==> src/srr_pkg.sv <==
// Constants, types and register map of the soft row repair block
//
// Operation
// - MR4 bit 5 enters, clearing it leaves
// - Repairs persist until reset or overwrite
// - One repaired row per bank group, newest wins
// - Bank group without resource ignores repair
// - Repair only when all burst bits low
// - Two all-high clocks mean no repair
// - Page 2 flags report hard/soft availability
// - Page 3 bits 3:0 encode activate limit
// - Adjacent row refresh runs in background
package srr_pkg;
    localparam int DQ_W = 8;
    localparam int ROW_W = 18;
    localparam int NUM_BG = 4;
    localparam int AW = 8;
    localparam int DW = 32;
    localparam int WL_W = 6;
    // Register byte addresses
    localparam logic [AW-1:0] OFF_CTRL = 8'h00;
    localparam logic [AW-1:0] OFF_STATUS = 8'h04;
    localparam logic [AW-1:0] OFF_FLAGS = 8'h08;
    localparam logic [AW-1:0] OFF_ACT_LIMIT = 8'h0C;
    localparam logic [AW-1:0] OFF_ENTRY_BASE = 8'h10;
    localparam logic [AW-1:0] OFF_ENTRY_MASK = 8'hF0;
    // Control fields
    localparam int CTRL_RES_LSB = 0;
    localparam int CTRL_WL_LSB = 8;
    localparam logic [NUM_BG-1:0] CTRL_RES_RST = 4'hF;
    localparam logic [WL_W-1:0] CTRL_WL_RST = 6'h0C;
    // Status fields
    localparam int ST_ILLEGAL_BIT = 8;
    localparam int ST_OUT_LSB = 10;
    localparam int ST_MODE_BIT = 12;
    // Mode register 4 select and enable bit
    localparam logic [2:0] MR4_SEL = 3'h4;
    localparam int MR4_EN_BIT = 5;
    // Availability flags and activate limit
    localparam int FLAG_HARD_BIT = 7;
    localparam int FLAG_SOFT_BIT = 6;
    localparam logic [3:0] MAC_UNLIMITED = 4'h8;
    localparam logic [3:0] MAC_CODE = MAC_UNLIMITED;
    // Data phase length and all-high run that cancels a repair
    localparam logic [WL_W-1:0] DATA_CLKS = 6'h04;
    localparam logic [1:0] HIGH_RUN_MIN = 2'h2;
    localparam logic [WL_W-1:0] CNT_LAST = 6'h01;

    typedef enum logic [2:0] {
        CMD_DES = 3'h0,
        CMD_MRS = 3'h1,
        CMD_ACT = 3'h2,
        CMD_WR = 3'h3,
        CMD_PRE = 3'h4,
        CMD_REF = 3'h5,
        CMD_OTHER = 3'h6
    } srr_cmd_t;

    typedef struct packed {
        srr_cmd_t cmd;
        logic [1:0] bg;
        logic [1:0] ba;
        logic [ROW_W-1:0] addr;
    } srr_ca_t;

    typedef struct packed {
        logic we;
        logic re;
        logic [AW-1:0] addr;
        logic [DW-1:0] wdata;
    } srr_bus_t;

    typedef struct packed {
        logic valid;
        logic [1:0] ba;
        logic [ROW_W-1:0] row;
    } srr_entry_t;

    typedef enum logic [5:0] {
        ST_IDLE = 6'h01,
        ST_ARMED = 6'h02,
        ST_OPEN = 6'h04,
        ST_LATENCY = 6'h08,
        ST_DATA = 6'h10,
        ST_DONE = 6'h20
    } srr_state_t;

    typedef enum logic [1:0] {
        OUT_NONE = 2'h0,
        OUT_REPAIRED = 2'h1,
        OUT_KEPT = 2'h2,
        OUT_SKIPPED = 2'h3
    } srr_outcome_t;
endpackage

==> src/srr_top.sv <==
// Soft row repair sequencer with repair store and register port
//
// Chosen here: the register addresses and the strobed register port.
`timescale 1ns/100ps
module srr_top
    import srr_pkg::*;
(
    input wire logic clock,
    input wire logic rst,
    input wire srr_ca_t ca_pins,
    input wire logic [2*DQ_W-1:0] dq_pins,
    input wire srr_bus_t bus,
    output logic [DW-1:0] rd_data,
    output logic repair_mode
);
    typedef struct packed {
        srr_state_t state;
        logic mode;
        logic [1:0] bg;
        logic [1:0] ba;
        logic [ROW_W-1:0] row;
        logic [WL_W-1:0] cnt;
        logic all_low;
        logic [1:0] high_run;
        logic [NUM_BG-1:0] res;
        logic [WL_W-1:0] wl;
        logic illegal;
        srr_outcome_t outcome;
        logic mem_we;
        srr_entry_t mem_entry;
        logic rd_mem;
        logic [DW-1:0] rdata;
    } srr_top_st_t;

    srr_top_st_t st_q;
    srr_top_st_t st_d;
    srr_ca_t ca_s;
    logic [2*DQ_W-1:0] dq_s;
    srr_entry_t mem_rd;

    // Pins cross in from the controller's clock
    srr_sync #(.W($bits(srr_ca_t))) u_sync_ca (
        .clock(clock),
        .rst(rst),
        .din(ca_pins),
        .dout(ca_s)
    );

    srr_sync #(.W(2 * DQ_W)) u_sync_dq (
        .clock(clock),
        .rst(rst),
        .din(dq_pins),
        .dout(dq_s)
    );

    srr_repair_mem u_mem (
        .clock(clock),
        .rst(rst),
        .wr_en(st_q.mem_we),
        .wr_bg(st_q.bg),
        .wr_entry(st_q.mem_entry),
        .rd_en(bus.re),
        .rd_bg(bus.addr[3:2]),
        .rd_entry(mem_rd)
    );

    logic mr4_wr;
    logic quiet;
    logic dq_low;
    logic dq_high;
    logic fin_low;
    logic [1:0] run_nx;

    // Command class decode
    always_comb
    begin
        mr4_wr = (ca_s.cmd == CMD_MRS) && ({ca_s.bg[0], ca_s.ba} == MR4_SEL);
        quiet = (ca_s.cmd == CMD_DES);
        dq_low = (dq_s == '0);
        dq_high = (&dq_s);
        fin_low = st_q.all_low && dq_low;
        run_nx = dq_high ? ((st_q.high_run == HIGH_RUN_MIN) ? HIGH_RUN_MIN
                                                            : st_q.high_run + 2'h1)
                         : 2'h0;
    end

    // Register port, sequencer and data check in one next-state block
    always_comb
    begin
        st_d = st_q;
        st_d.mem_we = 1'b0;
        // Software writes
        if (bus.we && (bus.addr == OFF_CTRL))
        begin
            st_d.res = bus.wdata[CTRL_RES_LSB +: NUM_BG];
            st_d.wl = bus.wdata[CTRL_WL_LSB +: WL_W];
        end
        if (bus.we && (bus.addr == OFF_STATUS) && bus.wdata[ST_ILLEGAL_BIT])
        begin
            st_d.illegal = 1'b0;
        end
        // Software reads, one cycle later
        if (bus.re)
        begin
            st_d.rd_mem = ((bus.addr & OFF_ENTRY_MASK) == OFF_ENTRY_BASE)
                && (bus.addr[1:0] == 2'h0);
            st_d.rdata = '0;
            case (bus.addr)
                OFF_CTRL:
                begin
                    st_d.rdata[CTRL_RES_LSB +: NUM_BG] = st_q.res;
                    st_d.rdata[CTRL_WL_LSB +: WL_W] = st_q.wl;
                end
                OFF_STATUS:
                begin
                    st_d.rdata[5:0] = st_q.state;
                    st_d.rdata[ST_ILLEGAL_BIT] = st_q.illegal;
                    st_d.rdata[ST_OUT_LSB +: 2] = st_q.outcome;
                    st_d.rdata[ST_MODE_BIT] = st_q.mode;
                end
                OFF_FLAGS:
                begin
                    // Soft resource exists only while hard resource remains
                    st_d.rdata[FLAG_HARD_BIT] = |st_q.res;
                    st_d.rdata[FLAG_SOFT_BIT] = |st_q.res;
                end
                OFF_ACT_LIMIT:
                begin
                    // Unlimited since neighbour refresh is automatic
                    st_d.rdata[3:0] = MAC_CODE;
                end
                default:
                begin
                    st_d.rdata = '0;
                end
            endcase
        end
        // Mode register 4 bit 5 steers the mode from any state
        if (mr4_wr)
        begin
            st_d.mode = ca_s.addr[MR4_EN_BIT];
            st_d.state = ca_s.addr[MR4_EN_BIT] ? ST_ARMED : ST_IDLE;
        end
        else
        begin
            case (st_q.state)
                ST_IDLE:
                begin
                    st_d.state = ST_IDLE;
                end
                ST_ARMED:
                begin
                    if (ca_s.cmd == CMD_ACT)
                    begin
                        st_d.bg = ca_s.bg;
                        st_d.ba = ca_s.ba;
                        st_d.row = ca_s.addr;
                        st_d.state = ST_OPEN;
                    end
                    else if (!quiet && (ca_s.cmd != CMD_PRE))
                    begin
                        st_d.illegal = 1'b1;
                    end
                end
                ST_OPEN:
                begin
                    // Column address is ignored on the repair write
                    if ((ca_s.cmd == CMD_WR) && (ca_s.bg == st_q.bg) && (ca_s.ba == st_q.ba))
                    begin
                        st_d.cnt = st_q.wl;
                        st_d.state = ST_LATENCY;
                    end
                    else if (ca_s.cmd == CMD_PRE)
                    begin
                        st_d.state = ST_ARMED;
                    end
                    else if (!quiet)
                    begin
                        st_d.illegal = 1'b1;
                    end
                end
                ST_LATENCY:
                begin
                    // A latency of zero is treated as one clock
                    st_d.cnt = st_q.cnt - CNT_LAST;
                    if (st_q.cnt <= CNT_LAST)
                    begin
                        st_d.cnt = DATA_CLKS;
                        st_d.all_low = 1'b1;
                        st_d.high_run = 2'h0;
                        st_d.state = ST_DATA;
                    end
                    if (!quiet)
                    begin
                        st_d.illegal = 1'b1;
                    end
                end
                ST_DATA:
                begin
                    st_d.all_low = fin_low;
                    st_d.high_run = run_nx;
                    st_d.cnt = st_q.cnt - CNT_LAST;
                    if (st_q.cnt == CNT_LAST)
                    begin
                        st_d.state = ST_DONE;
                        if (fin_low && st_q.res[st_q.bg])
                        begin
                            st_d.mem_we = 1'b1;
                            st_d.mem_entry = {1'b1, st_q.ba, st_q.row};
                            st_d.outcome = OUT_REPAIRED;
                        end
                        else if (run_nx == HIGH_RUN_MIN)
                        begin
                            st_d.outcome = OUT_KEPT;
                        end
                        else
                        begin
                            // No resource or mixed pattern: nothing stored
                            st_d.outcome = OUT_SKIPPED;
                        end
                    end
                    if (!quiet)
                    begin
                        st_d.illegal = 1'b1;
                    end
                end
                ST_DONE:
                begin
                    // Row is programmed during write recovery before PRE
                    if (ca_s.cmd == CMD_PRE)
                    begin
                        st_d.state = ST_ARMED;
                    end
                    else if (!quiet)
                    begin
                        st_d.illegal = 1'b1;
                    end
                end
                default:
                begin
                    st_d.state = ST_IDLE;
                end
            endcase
        end
    end

    // State register; store contents survive mode exits
    always_ff @(posedge clock or posedge rst)
    begin
        if (rst)
        begin
            st_q <= '0;
            st_q.state <= ST_IDLE;
            st_q.res <= CTRL_RES_RST;
            st_q.wl <= CTRL_WL_RST;
            st_q.outcome <= OUT_NONE;
        end
        else
        begin
            st_q <= st_d;
        end
    end

    // Entry reads come from the store's own output register
    assign rd_data = st_q.rd_mem ? {mem_rd.valid, 9'h000, mem_rd.ba, 2'h0, mem_rd.row}
                                 : st_q.rdata;
    assign repair_mode = st_q.mode;
endmodule

==> src/srr_sync.sv <==
// Two-stage synchroniser for pin inputs
`timescale 1ns/100ps
module srr_sync
    import srr_pkg::*;
#(
    parameter int W = 1
)
(
    input wire logic clock,
    input wire logic rst,
    input wire logic [W-1:0] din,
    output logic [W-1:0] dout
);
    typedef struct packed {
        logic [W-1:0] meta;
        logic [W-1:0] sync;
    } srr_sync_st_t;

    srr_sync_st_t st_q;
    srr_sync_st_t st_d;

    // First stage feeds only the second
    always_comb
    begin
        st_d.meta = din;
        st_d.sync = st_q.meta;
    end

    always_ff @(posedge clock or posedge rst)
    begin
        if (rst)
        begin
            st_q <= '0;
        end
        else
        begin
            st_q <= st_d;
        end
    end

    assign dout = st_q.sync;
endmodule

==> src/srr_repair_mem.sv <==
// Repair address store, one entry per bank group
`timescale 1ns/100ps
module srr_repair_mem
    import srr_pkg::*;
(
    input wire logic clock,
    input wire logic rst,
    input wire logic wr_en,
    input wire logic [1:0] wr_bg,
    input wire srr_entry_t wr_entry,
    input wire logic rd_en,
    input wire logic [1:0] rd_bg,
    output srr_entry_t rd_entry
);
    typedef struct packed {
        srr_entry_t [NUM_BG-1:0] ent;
        srr_entry_t rdata;
    } srr_mem_st_t;

    srr_mem_st_t st_q;
    srr_mem_st_t st_d;

    // Newest write to a group replaces the old address
    always_comb
    begin
        st_d = st_q;
        if (wr_en)
        begin
            st_d.ent[wr_bg] = wr_entry;
        end
        if (rd_en)
        begin
            st_d.rdata = st_q.ent[rd_bg];
        end
    end

    // Reset drops every soft repair
    always_ff @(posedge clock or posedge rst)
    begin
        if (rst)
        begin
            st_q <= '0;
        end
        else
        begin
            st_q <= st_d;
        end
    end

    assign rd_entry = st_q.rdata;
endmodule

==> config.mk <==
export PLATFORM = sky130hd
export DESIGN_NAME = srr_top
export DESIGN_NICKNAME = d
export VERILOG_FILES = /design/src/srr_pkg.sv /design/src/srr_top.sv /design/src/srr_sync.sv /design/src/srr_repair_mem.sv
export SDC_FILE = /design/constraint.sdc
export NUM_CORES = 1
export LEC_CHECK = 0
export BUFFER_PORTS_ARGS = -buffer_cell sky130_fd_sc_hd__buf_4
export CAP_MARGIN = 20
export CORE_ASPECT_RATIO = 1.4
export CORE_UTILIZATION = 50
export DETAILED_ROUTE_END_ITERATION = 10
export GPL_ROUTABILITY_DRIVEN = 0
export PLACE_DENSITY = 0.71
export SETUP_SLACK_MARGIN = 0.15
export SLEW_MARGIN = 10
export SYNTH_ARGS = -nofsm -noshare
export SYNTH_HDL_FRONTEND = slang
export SYNTH_SLANG_ARGS = --single-unit
export TNS_END_PERCENT = 50
==> constraint.sdc <==
create_clock -name clock -period 10.25 [get_ports clock]
set_input_delay 0.5125 -clock clock [delete_from_list [all_inputs] [get_ports clock]]
set_output_delay 0.5125 -clock clock [all_outputs]
set_load 0.02 [all_outputs]
==> results of run 1 <==
-- routing by layer --
layer,vias to the layer above,wire length [um],global-route usage (%)
met2,152,10900,34.5
met1,3240,8750,25.5
met4,0,590,7.68
met5,-,0,0
met3,42,860,2.97
li1,2760,-,-
-- flip-flops by register name, summed over array words and instances (netlist names) --
| signal | cells |
|---|---|
| u_sync_dq.st_d | 16 |
| u_sync_ca.dout | 25 |
| repair_mode | 1 |
| u_mem.st_q | 84 |
| u_sync_ca.st_d | 25 |
| st_q | 86 |
| u_mem.rd_entry | 21 |
| u_sync_dq.dout | 16 |
-- path summary, 6_finish.rpt --
check	end	slack, ps
worst min-delay path	u_sync_ca.st_d[23]	90
min in group asynchronous	u_sync_ca.st_d[16]	150
worst max-delay path	st_q[35]	7320
worst min register to register	u_sync_dq.dout[6]	340
worst max register to register	st_q[35]	7320
max in group asynchronous	u_mem.rd_entry[11]	8720
-- synth_stat cells, types with 3 or more instances --
library cell / n / area [um^2]
nand3_2: 3 / 30.0
mux2i_1: 9 / 90.1
mux2_4: 20 / 300
nand3_1: 12 / 60.1
buf_2: 8 / 40.0
inv_1: 22 / 82.6
o21ai_0: 27 / 135
nand2_1: 37 / 139
nor3_4: 3 / 48.8
mux2_2: 138 / 1550
clkbuf_1: 16 / 60.1
dfstp_2: 7 / 184
nor2_1: 18 / 67.6
buf_1: 5 / 18.8
o22ai_1: 9 / 56.3
and2_1: 7 / 43.8
o31ai_1: 4 / 30.0
buf_4: 11 / 82.6
dfrtp_1: 267 / 6680
nor3_1: 8 / 40.0
and3b_1: 4 / 35.0
nor4_1: 7 / 43.8
ha_1: 3 / 37.5
nand4_1: 5 / 31.3
buf_6: 4 / 45.0
nor3b_1: 3 / 22.5
xor2_1: 3 / 26.3
nand3b_1: 4 / 30.0
a21oi_1: 9 / 45.0
mux4_2: 22 / 495
-- cells by family after synthesis --
kind of cell / count (synthesis) / synth area share [%]
xor gates and xnor gates: 5 / 0.403
buffers and inverters: 66 / 3.03
muxes: 189 / 22.5
DFF: 274 / 63.2
AOI/OAI and AO/OA: 65 / 3.81
adders and majority gates: 3 / 0.346
other: 1 / 0.0345
and+or+nand+nor: 128 / 6.72
-- final cells by class --
| class | instances | area [um^2] | area share (%) |
|---|---|---|---|
| well taps | 260 | 325 | 2.58 |
| inverters | 22 | 90.1 | 0.714 |
| clock buffers | 37 | 793 | 6.28 |
| flip-flops and latches | 274 | 6870 | 54.4 |
| multi-input cells | 401 | 3710 | 29.4 |
| clock inverters | 11 | 138 | 1.09 |
| repair buffers | 91 | 703 | 5.57 |
-- per-stage QoR --
step           power [W]  setup WS [ps]  instances  hold slack, ps
3_5_place_dp     0.00121           7350       1047             336
5_1_grt          0.00227           7150       1096            61.6
3_3_place_gp     0.00120           7450       1047             332
4_1_cts          0.00222           7320       1095            67.1
2_1_floorplan    0.00117           2200        741             331
6_report         0.00219           7320       1096            86.5
-- worst reg2reg max path: stages, from the launching register on --
cell and delay [ps]:
dfrtp_1 430, nor3_1 380, nand3_1 270, nor3_4 350, nand3_2 770, mux2_4 600
-- power by group through the flow --
stage          Clock (W)  Sequential (W)  Combinational, W
2_1_floorplan          0         0.00113         0.0000442
3_3_place_gp           0         0.00113         0.0000706
3_5_place_dp           0         0.00113         0.0000727
4_1_cts          0.00104         0.00111         0.0000728
5_1_grt          0.00108         0.00111         0.0000803
6_report         0.00101         0.00111         0.0000716
==> impl_metrics.ini, run 1 <==
[route]
wl_per_cell_um = 19.2
drt_pass1_iterations = 4
vias = 6194
postRouteAntennaNets = 0
wl_mm = 21.1
dr.first_iter.drc_count = 417
drc = 0
avgViaCountPerCell = 5.65

[die]
rows = 63
io_pins = 118
die_w_um = 127
die_height_um = 176
start_util_pct = 51.2
coreArea_um2 = 21200
die-area_um2 = 22300

[critical_path]
path_buf_inv = 0
path_cells = nor3_1 > nand3_1 > nor3_4 > nand3_2 > mux2_4
rr_worst_depth = 5
cp.depth = 5
critPathLaunchType = flop
cp_slowest_stage_delay_ps = 770
crit_required_ps = 10650
endpoint_kind = flop
crit_fanout = 21
cp_top_family = simple AND/OR/NAND/NOR gates
worstSetupStartpoint = st_q[73]
critPathSlowestCell = nand3_2
arrival_ps = 3330
critPathKind = flop to flop
r2r_start = st_q[73]

[sta]
post-route-min-period_ps = 2930
setup_violations = 0
fmax_mhz = 341
fin_tns_setup_ps = 0
hold_viol = 0
rsz0062_at_grt = false
worst_slew_pin_slew_ps = 1030
slew_violations = 0
relSlewSlack_pct = 31.1
skew_ps = 19.8
fin_crit_sh_pct = 28.6

[power]
p_sw_w = 0.000448
p_leak_nw = 6.11
p_int_w = 0.00174
p_per_area_nw_per_um2 = 174
power_frac_seq_pct = 50.8
clockPowerShare_pct = 46.0
combPwrFrac_pct = 3.3
ir_drop_uv = 119
p_sw_share_pct = 20.5

[clock_tree]
htree_levels = 1
ctsHoldBuffers = 0
post-cts-setup-buffer-count = 0
worstSkewPairLatency_ps = 530
cts_tree = built
ctsResizeCount = 0
cts_root_buf = clkbuf_16
numCtsBuffers = 26
clkSinkCount = 274
clockBufferDepth = 3
path_clk_slew_ps = 70

[logic_synthesis]
synth_cells = 731
netlist_area_um2 = 10900
synth_cell_types = 57
avgSynthCellArea_um2 = 14.9
synth_seq_cells = 274
synth_edf_count = 0
ys_seq_area_share_pct = 63.2
synth_top_flop_cell = dfrtp_1
ys_warn_count = 0
async_flop_share_pct = 100

[place]
portBuffers = 84
placed_area_um2 = 11700
dp_hpwl_mm = 13.7

[run]
drv_cap = 0

[layout]
drive_gt1_share_pct = 40.6
antenna_cells = 0
fin_nets = 904
post-route-cell-area_um2 = 12600
final_util_pct = 59.5
final_cell_mix = 267 x dfrtp_1, 138 x mux2_2, 90 x buf_4
filler_cell_count = 1586
area_delta_synth_final_pct = 16.2
final_common_cell = dfrtp_1

[grt]
grt_use_total_pct = 20.0
overflow = 0
grt_start_max_net_pins = 128
grt_pass1_vias = 6723
grt_pass1_wl_mm = 34.9
antenna_found_initial = 0

[min_path]
min_path_type = input port to flop
hold_start = ca_pins[23]
holdPathStages = 1

[outcome]
outcome = finished clean
No activity file was read; power rests on OpenSTA's default activity.
==> run 2: changes to the inputs <==
ABC_AREA = 1   (was default)
clock period = 2.7 ns   (was 10.25 ns; I/O delays follow)
==> run 2 against run 1 <==
Net effect: final area grew 6.3%; clock power grew to 3.8 times the previous value; critical path type is now input port to flop; largest cell class unchanged; critical endpoint is now st_q[32]; largest power group unchanged; setup slack got worse by 6600 ps.
==> impl_metrics.ini, run 2 <==
[power]
ir_drop_uv = 674
p_int_w = 0.00671
clockPowerShare_pct = 45.3
p_sw_w = 0.00180
p_sw_share_pct = 21.1
combPwrFrac_pct = 4.8
power_frac_seq_pct = 49.9
p_leak_nw = 6.65
p_per_area_nw_per_um2 = 634
finalPower_w = 0.00851

[die]
die_w_um = 127
coreArea_um2 = 21400
die_height_um = 177
io_pins = 118
die-area_um2 = 22600
start_util_pct = 51.4
rows = 63

[logic_synthesis]
synth_cell_types = 36
ys_seq_area_share_pct = 62.5
synth_edf_count = 0
synth_top_flop_cell = dfrtp_1
avgSynthCellArea_um2 = 9.30
netlist_area_um2 = 11000
yosysMostFrequentCell = nand2_1
synth_seq_cells = 274
synth_top_cell_area_share_pct = 60.8
async_flop_share_pct = 100
synth_cells = 1182
yosys-top-cells-area = dfrtp_1 61%, nand2_1 14%, o21ai_0 4.6%
ys_warn_count = 0
synth_top_area_cell = dfrtp_1
ys_top_cells_by_count = 407 x nand2_1, 267 x dfrtp_1, 101 x o21ai_0

[sta]
fmax_mhz = 496
setup_slack_ps = 684
fin_crit_sh_pct = 74.7
worst_slew_pin_slew_ps = 952
hold_viol = 0
post-route-min-period_ps = 2020
skew_ps = 21.0
rsz0062_at_grt = false
setup_violations = 0
slew_violations = 0
relSlewSlack_pct = 36.5

[critical_path]
rr_worst_depth = 8
arrival_ps = 2470
rrSetupSlack_ps = 850
crit_fanout = 5
crit_required_ps = 3160
reg2reg_to = st_q[51]
critPathKind = input port to flop
endpoint_kind = flop
cp-endpoint = st_q[32]
r2r_start = u_sync_ca.dout[20]
critPathLaunchType = input port
worstSetupStartpoint = bus[32]

[grt]
grtUsageMet3_pct = 2.77
met1_usage_pct = 28.6
grt_pass1_wl_mm = 41.0
use_met2_pct = 41.5
overflow = 0
grt_start_max_net_pins = 82
antenna_found_initial = 0
grt_pass1_vias = 8275
grt_use_total_pct = 22.9
top_usage_layer = met2

[layout]
drive_gt1_share_pct = 13.3
final_cell_mix = 407 x nand2_1, 267 x dfrtp_1, 101 x o21ai_0
regArea_um2 = 6870
top_register = st_q
post-route-cell-area_um2 = 13400
fin_nets = 1410
final_util_pct = 62.8
largest_reg_flops = 86
multi_input_area_um2 = 3480
final_common_cell = nand2_1
filler_cell_count = 1748
antenna_cells = 0
largest_registers = st_q (86), u_mem.st_q (84)
instances_no_fill = 1633
area_delta_synth_final_pct = 22.2

[place]
dp_hpwl_mm = 15.7
preCtsSetupSlack_ps = 875
placed_cells = 1524
placed_area_um2 = 11900
portBuffers = 84

[clock_tree]
htree_levels = 1
cts_tree = built
path_clk_slew_ps = 70
clockBufferDepth = 3
worstSkewPairLatency_ps = 520
numCtsBuffers = 26
clkSinkCount = 274
cts_root_buf = clkbuf_16

[run]
drv_cap = 0

[route]
vias = 8244
dr.first_iter.drc_count = 571
drc = 0
postRouteAntennaNets = 0
wl_per_cell_um = 14.9
drt_pass1_iterations = 5
wl_mm = 24.3
avgViaCountPerCell = 5.05

[outcome]
outcome = finished clean

[min_path]
min_path_type = input port to flop
run 2: cell count changes after synthesis, sizes merged, moves of 7 or more:
cell / before / now
nand2: 38 / 414
mux2: 158 / 0
o21ai: 27 / 105
inv: 22 / 97
nand3: 15 / 80
nor2: 18 / 76
mux4: 22 / 0
clkbuf: 16 / 34
a41oi: 0 / 16
a22oi: 2 / 17
mux2i: 9 / 0
nor4: 8 / 0
and2: 7 / 0
nor3: 12 / 5
run 2: per-layer routing:
metal,vias up,share of wire [%]
met5,-,0
met4,0,2.1
met3,41,3.8
met2,211,53
met1,3967,41
li1,4025,-
run 2: per-stage QoR:
step / TNS [ps] / hold WS [ps]
finish: 0 / 59.2
global route: 0 / 61.9
CTS: 0 / 25.9
detailed placement: 0 / 245
global placement: 0 / 244
floorplan: -281700 / 166
run 2: worst min-delay path by stage:
| stage | start | endpoint | slack [ps] | cells past startpoint |
|---|---|---|---|---|
| 4_1_cts | bus[41] | st_q[57] | 30 | 6 |
| 5_1_grt | bus[41] | st_q[57] | 60 | 6 |
| 3_5_place_dp | dq_pins[14] | u_sync_dq.st_d[14] | 250 | 1 |
| 2_1_floorplan | ca_pins[0] | u_sync_ca.st_d[0] | 170 | 0 |
| 6_report | bus[41] | st_q[57] | 60 | 6 |
| 3_3_place_gp | dq_pins[6] | u_sync_dq.st_d[6] | 240 | 1 |
run 2: final cells by class:
class | instances | area share (%)
sequential | 274 | 51.1
inverter | 98 | 2.78
clock buffer | 34 | 5.60
tap | 292 | 2.72
multi-input combinational | 760 | 25.9
clock inverter | 13 | 1.28
timing repair buffer | 162 | 10.6
run 2: power by group through the flow:
stage	registers [W]	logic (W)	clock network [W]
finish	0.00425	0.000405	0.00386
global route	0.00425	0.000451	0.00410
CTS	0.00425	0.000409	0.00392
detailed placement	0.00432	0.000343	0
global placement	0.00432	0.000338	0
floorplan	0.00431	0.000197	0
run 2: cell families (layout without fill, tap and decap cells):
group                      after synthesis  in the layout  synth area share, %
buffers and inverters                  158            307                 6.26
and+or+nand+nor                        585            585                 22.3
AOI/OAI and AO/OA                      158            158                 8.34
adders and majority gates                3              3                0.342
DFF                                    274            274                 62.5
other                                    1             11               0.0341
xor gates and xnor gates                 3              3                0.239
run 2: timing repair:
item	in CTS	in global routing
hold buffers	62	0
endpoints found under the hold margin	81	0
gates resized for setup	0	0
buffers inserted	0	0
run 2: critical path: stages:
cell and delay, ps:
dlygate4sd3_1 540, buf_4 130, nor2_2 250, nand4_1 110, dlygate4sd3_1 580, o22ai_1 140
dlygate4sd3_1 580
==> run 3: changes to the inputs <==
ABC_AREA = 0   (was 1)
PLACE_DENSITY = 0.73   (was 0.71)
clock period = 1.75 ns   (was 2.7 ns; I/O delays follow)
==> run 3 against run 2 <==
Net effect: the run now ends with negative setup slack left; combinational power rose by 47%; utilization is 4.3 points higher; count of clock-buffer cells in the layout grew 4; clock skew is 3.3 ps lower; non-clock buffer count up 61; global-route usage up 0.10 points; critical path type is now flop to flop.
==> impl_metrics.ini, run 3 (synthesis gave the netlist of run 1 again) <==
[outcome]
outcome = finished with violations
violations = negative setup slack

[die]
coreArea_um2 = 21200
rows = 63
die_w_um = 127
io_pins = 118
die-area_um2 = 22300
die_height_um = 176
start_util_pct = 51.2

[power]
p_per_area_nw_per_um2 = 898
finalPower_w = 0.0128
ir_drop_uv = 771
p_leak_nw = 6.86

[grt]
grt_pass1_wl_mm = 39.7
antenna_found_initial = 0
overflow = 0
grt_use_total_pct = 23.0
grt_start_max_net_pins = 71
grt_pass1_vias = 7671

[min_path]
min_path_type = input port to flop
hold_path_end = st_q[7]
hold_start = bus[36]
holdPathStages = 5

[route]
postRouteAntennaNets = 0
vias = 6745
drt_pass1_iterations = 4
wl_per_cell_um = 19.9
drc = 0
dr.first_iter.drc_count = 359
wl_mm = 24.4
avgViaCountPerCell = 5.49

[clock_tree]
htree_levels = 1
cts_root_buf = clkbuf_16
numCtsBuffers = 26
cts_tree = built
worstSkewPairLatency_ps = 530
clkSinkCount = 274
clockBufferDepth = 3
path_clk_slew_ps = 70

[sta]
whs_ps = 39.0
fin_tns_setup_ps = -10670
fmax_mhz = 494
relSlewSlack_pct = 65.5
setup_violations = 56
worst_slew_pin_slew_ps = 516
slew_violations = 0
rsz0062_at_grt = true
setup_slack_ps = -275
skew_ps = 17.7
post-route-min-period_ps = 2020
fin_crit_sh_pct = 116
hold_viol = 0

[layout]
area_delta_synth_final_pct = 31.0
top_register = st_q
largest_registers = st_q (86), u_mem.st_q (84)
largest_reg_flops = 86
final_common_cell = dfrtp_1
antenna_cells = 0
fin_nets = 1036
drive_gt1_share_pct = 47.5
instances_no_fill = 1228
final_cell_mix = 266 x dfrtp_1, 138 x mux2_2, 138 x buf_4

[critical_path]
cp_slowest_stage_delay_ps = 540
path_cells = buf_6 > or4_4 > o2111ai_4 > buf_4 > nand3_4 > nand2_1 > o31ai_2
endpoint_kind = flop
rr_worst_depth = 7
crit_required_ps = 2170
critPathKind = flop to flop
critPathSlowestCell = or4_4
critPathLaunchType = flop
reg2reg_to = st_q[69]
crit_fanout = 6
arrival_ps = 2450
rrSetupSlack_ps = -270
worstSetupStartpoint = st_q[73]
r2r_start = st_q[73]

[run]
drv_cap = 0

[place]
portBuffers = 84
placed_cells = 1104
dp_hpwl_mm = 14.9
run 3: report_power, final:
part,switching (W),internal (W),total (W)
Combinational,0.000311,0.000287,0.000597
Sequential,0.0000550,0.00645,0.00651
Clock,0.00237,0.00331,0.00568
run 3: repair_timing:
action                                  4_1_cts  5_1_grt
endpoints found under the hold margin        71        0
gates resized for setup                      55       49
hold buffers                                 55        0
endpoints found under the setup margin       82       95
cloned                                        2        0
setup buffers                                15        4
pin swaps                                    17       11
run 3: final cells by class:
cell class	instances	area (um^2)
Tap cell	260	325
Sequential cell	274	6870
Timing Repair Buffer	223	2060
Clock inverter	10	114
Inverter	22	88.8
Fill cell	1438	6970
Clock buffer	38	757
Multi-Input combinational cell	401	4020
run 3: metal layers:
layer	GRT usage [%]	part of all wire (%)
met5	0	0
met4	10.4	4.2
met3	3.39	4.0
met2	41.0	52
met1	27.4	39
run 3: worst max-delay path by stage:
stage / end / slack, ps / depth (start not counted)
after floorplan: repair_mode / -1960 / 1
after global placement: st_q[41] / -220 / 6
after detailed placement: st_q[104] / -360 / 6
after CTS: st_q[74] / -220 / 6
after global routing: st_q[74] / -340 / 6
final: st_q[69] / -270 / 7
run 3: stage by stage:
stage / util, % / setup WS, ps / instance area, um^2
after floorplan: - / -1960 / 10900
after global placement: 57.7 / -222 / 12200
after detailed placement: 57.7 / -358 / 12200
after CTS: 66.1 / -216 / 14000
after global routing: 67.1 / -343 / 14200
final: 67.1 / -275 / 14200
run 3: worst max-delay path, delay by kind of cell (launching register included):
kind / cells / cell delay, ps
compound gates: 2 / 410
buf+inv: 2 / 320
flops: 1 / 420
simple gates: 3 / 760
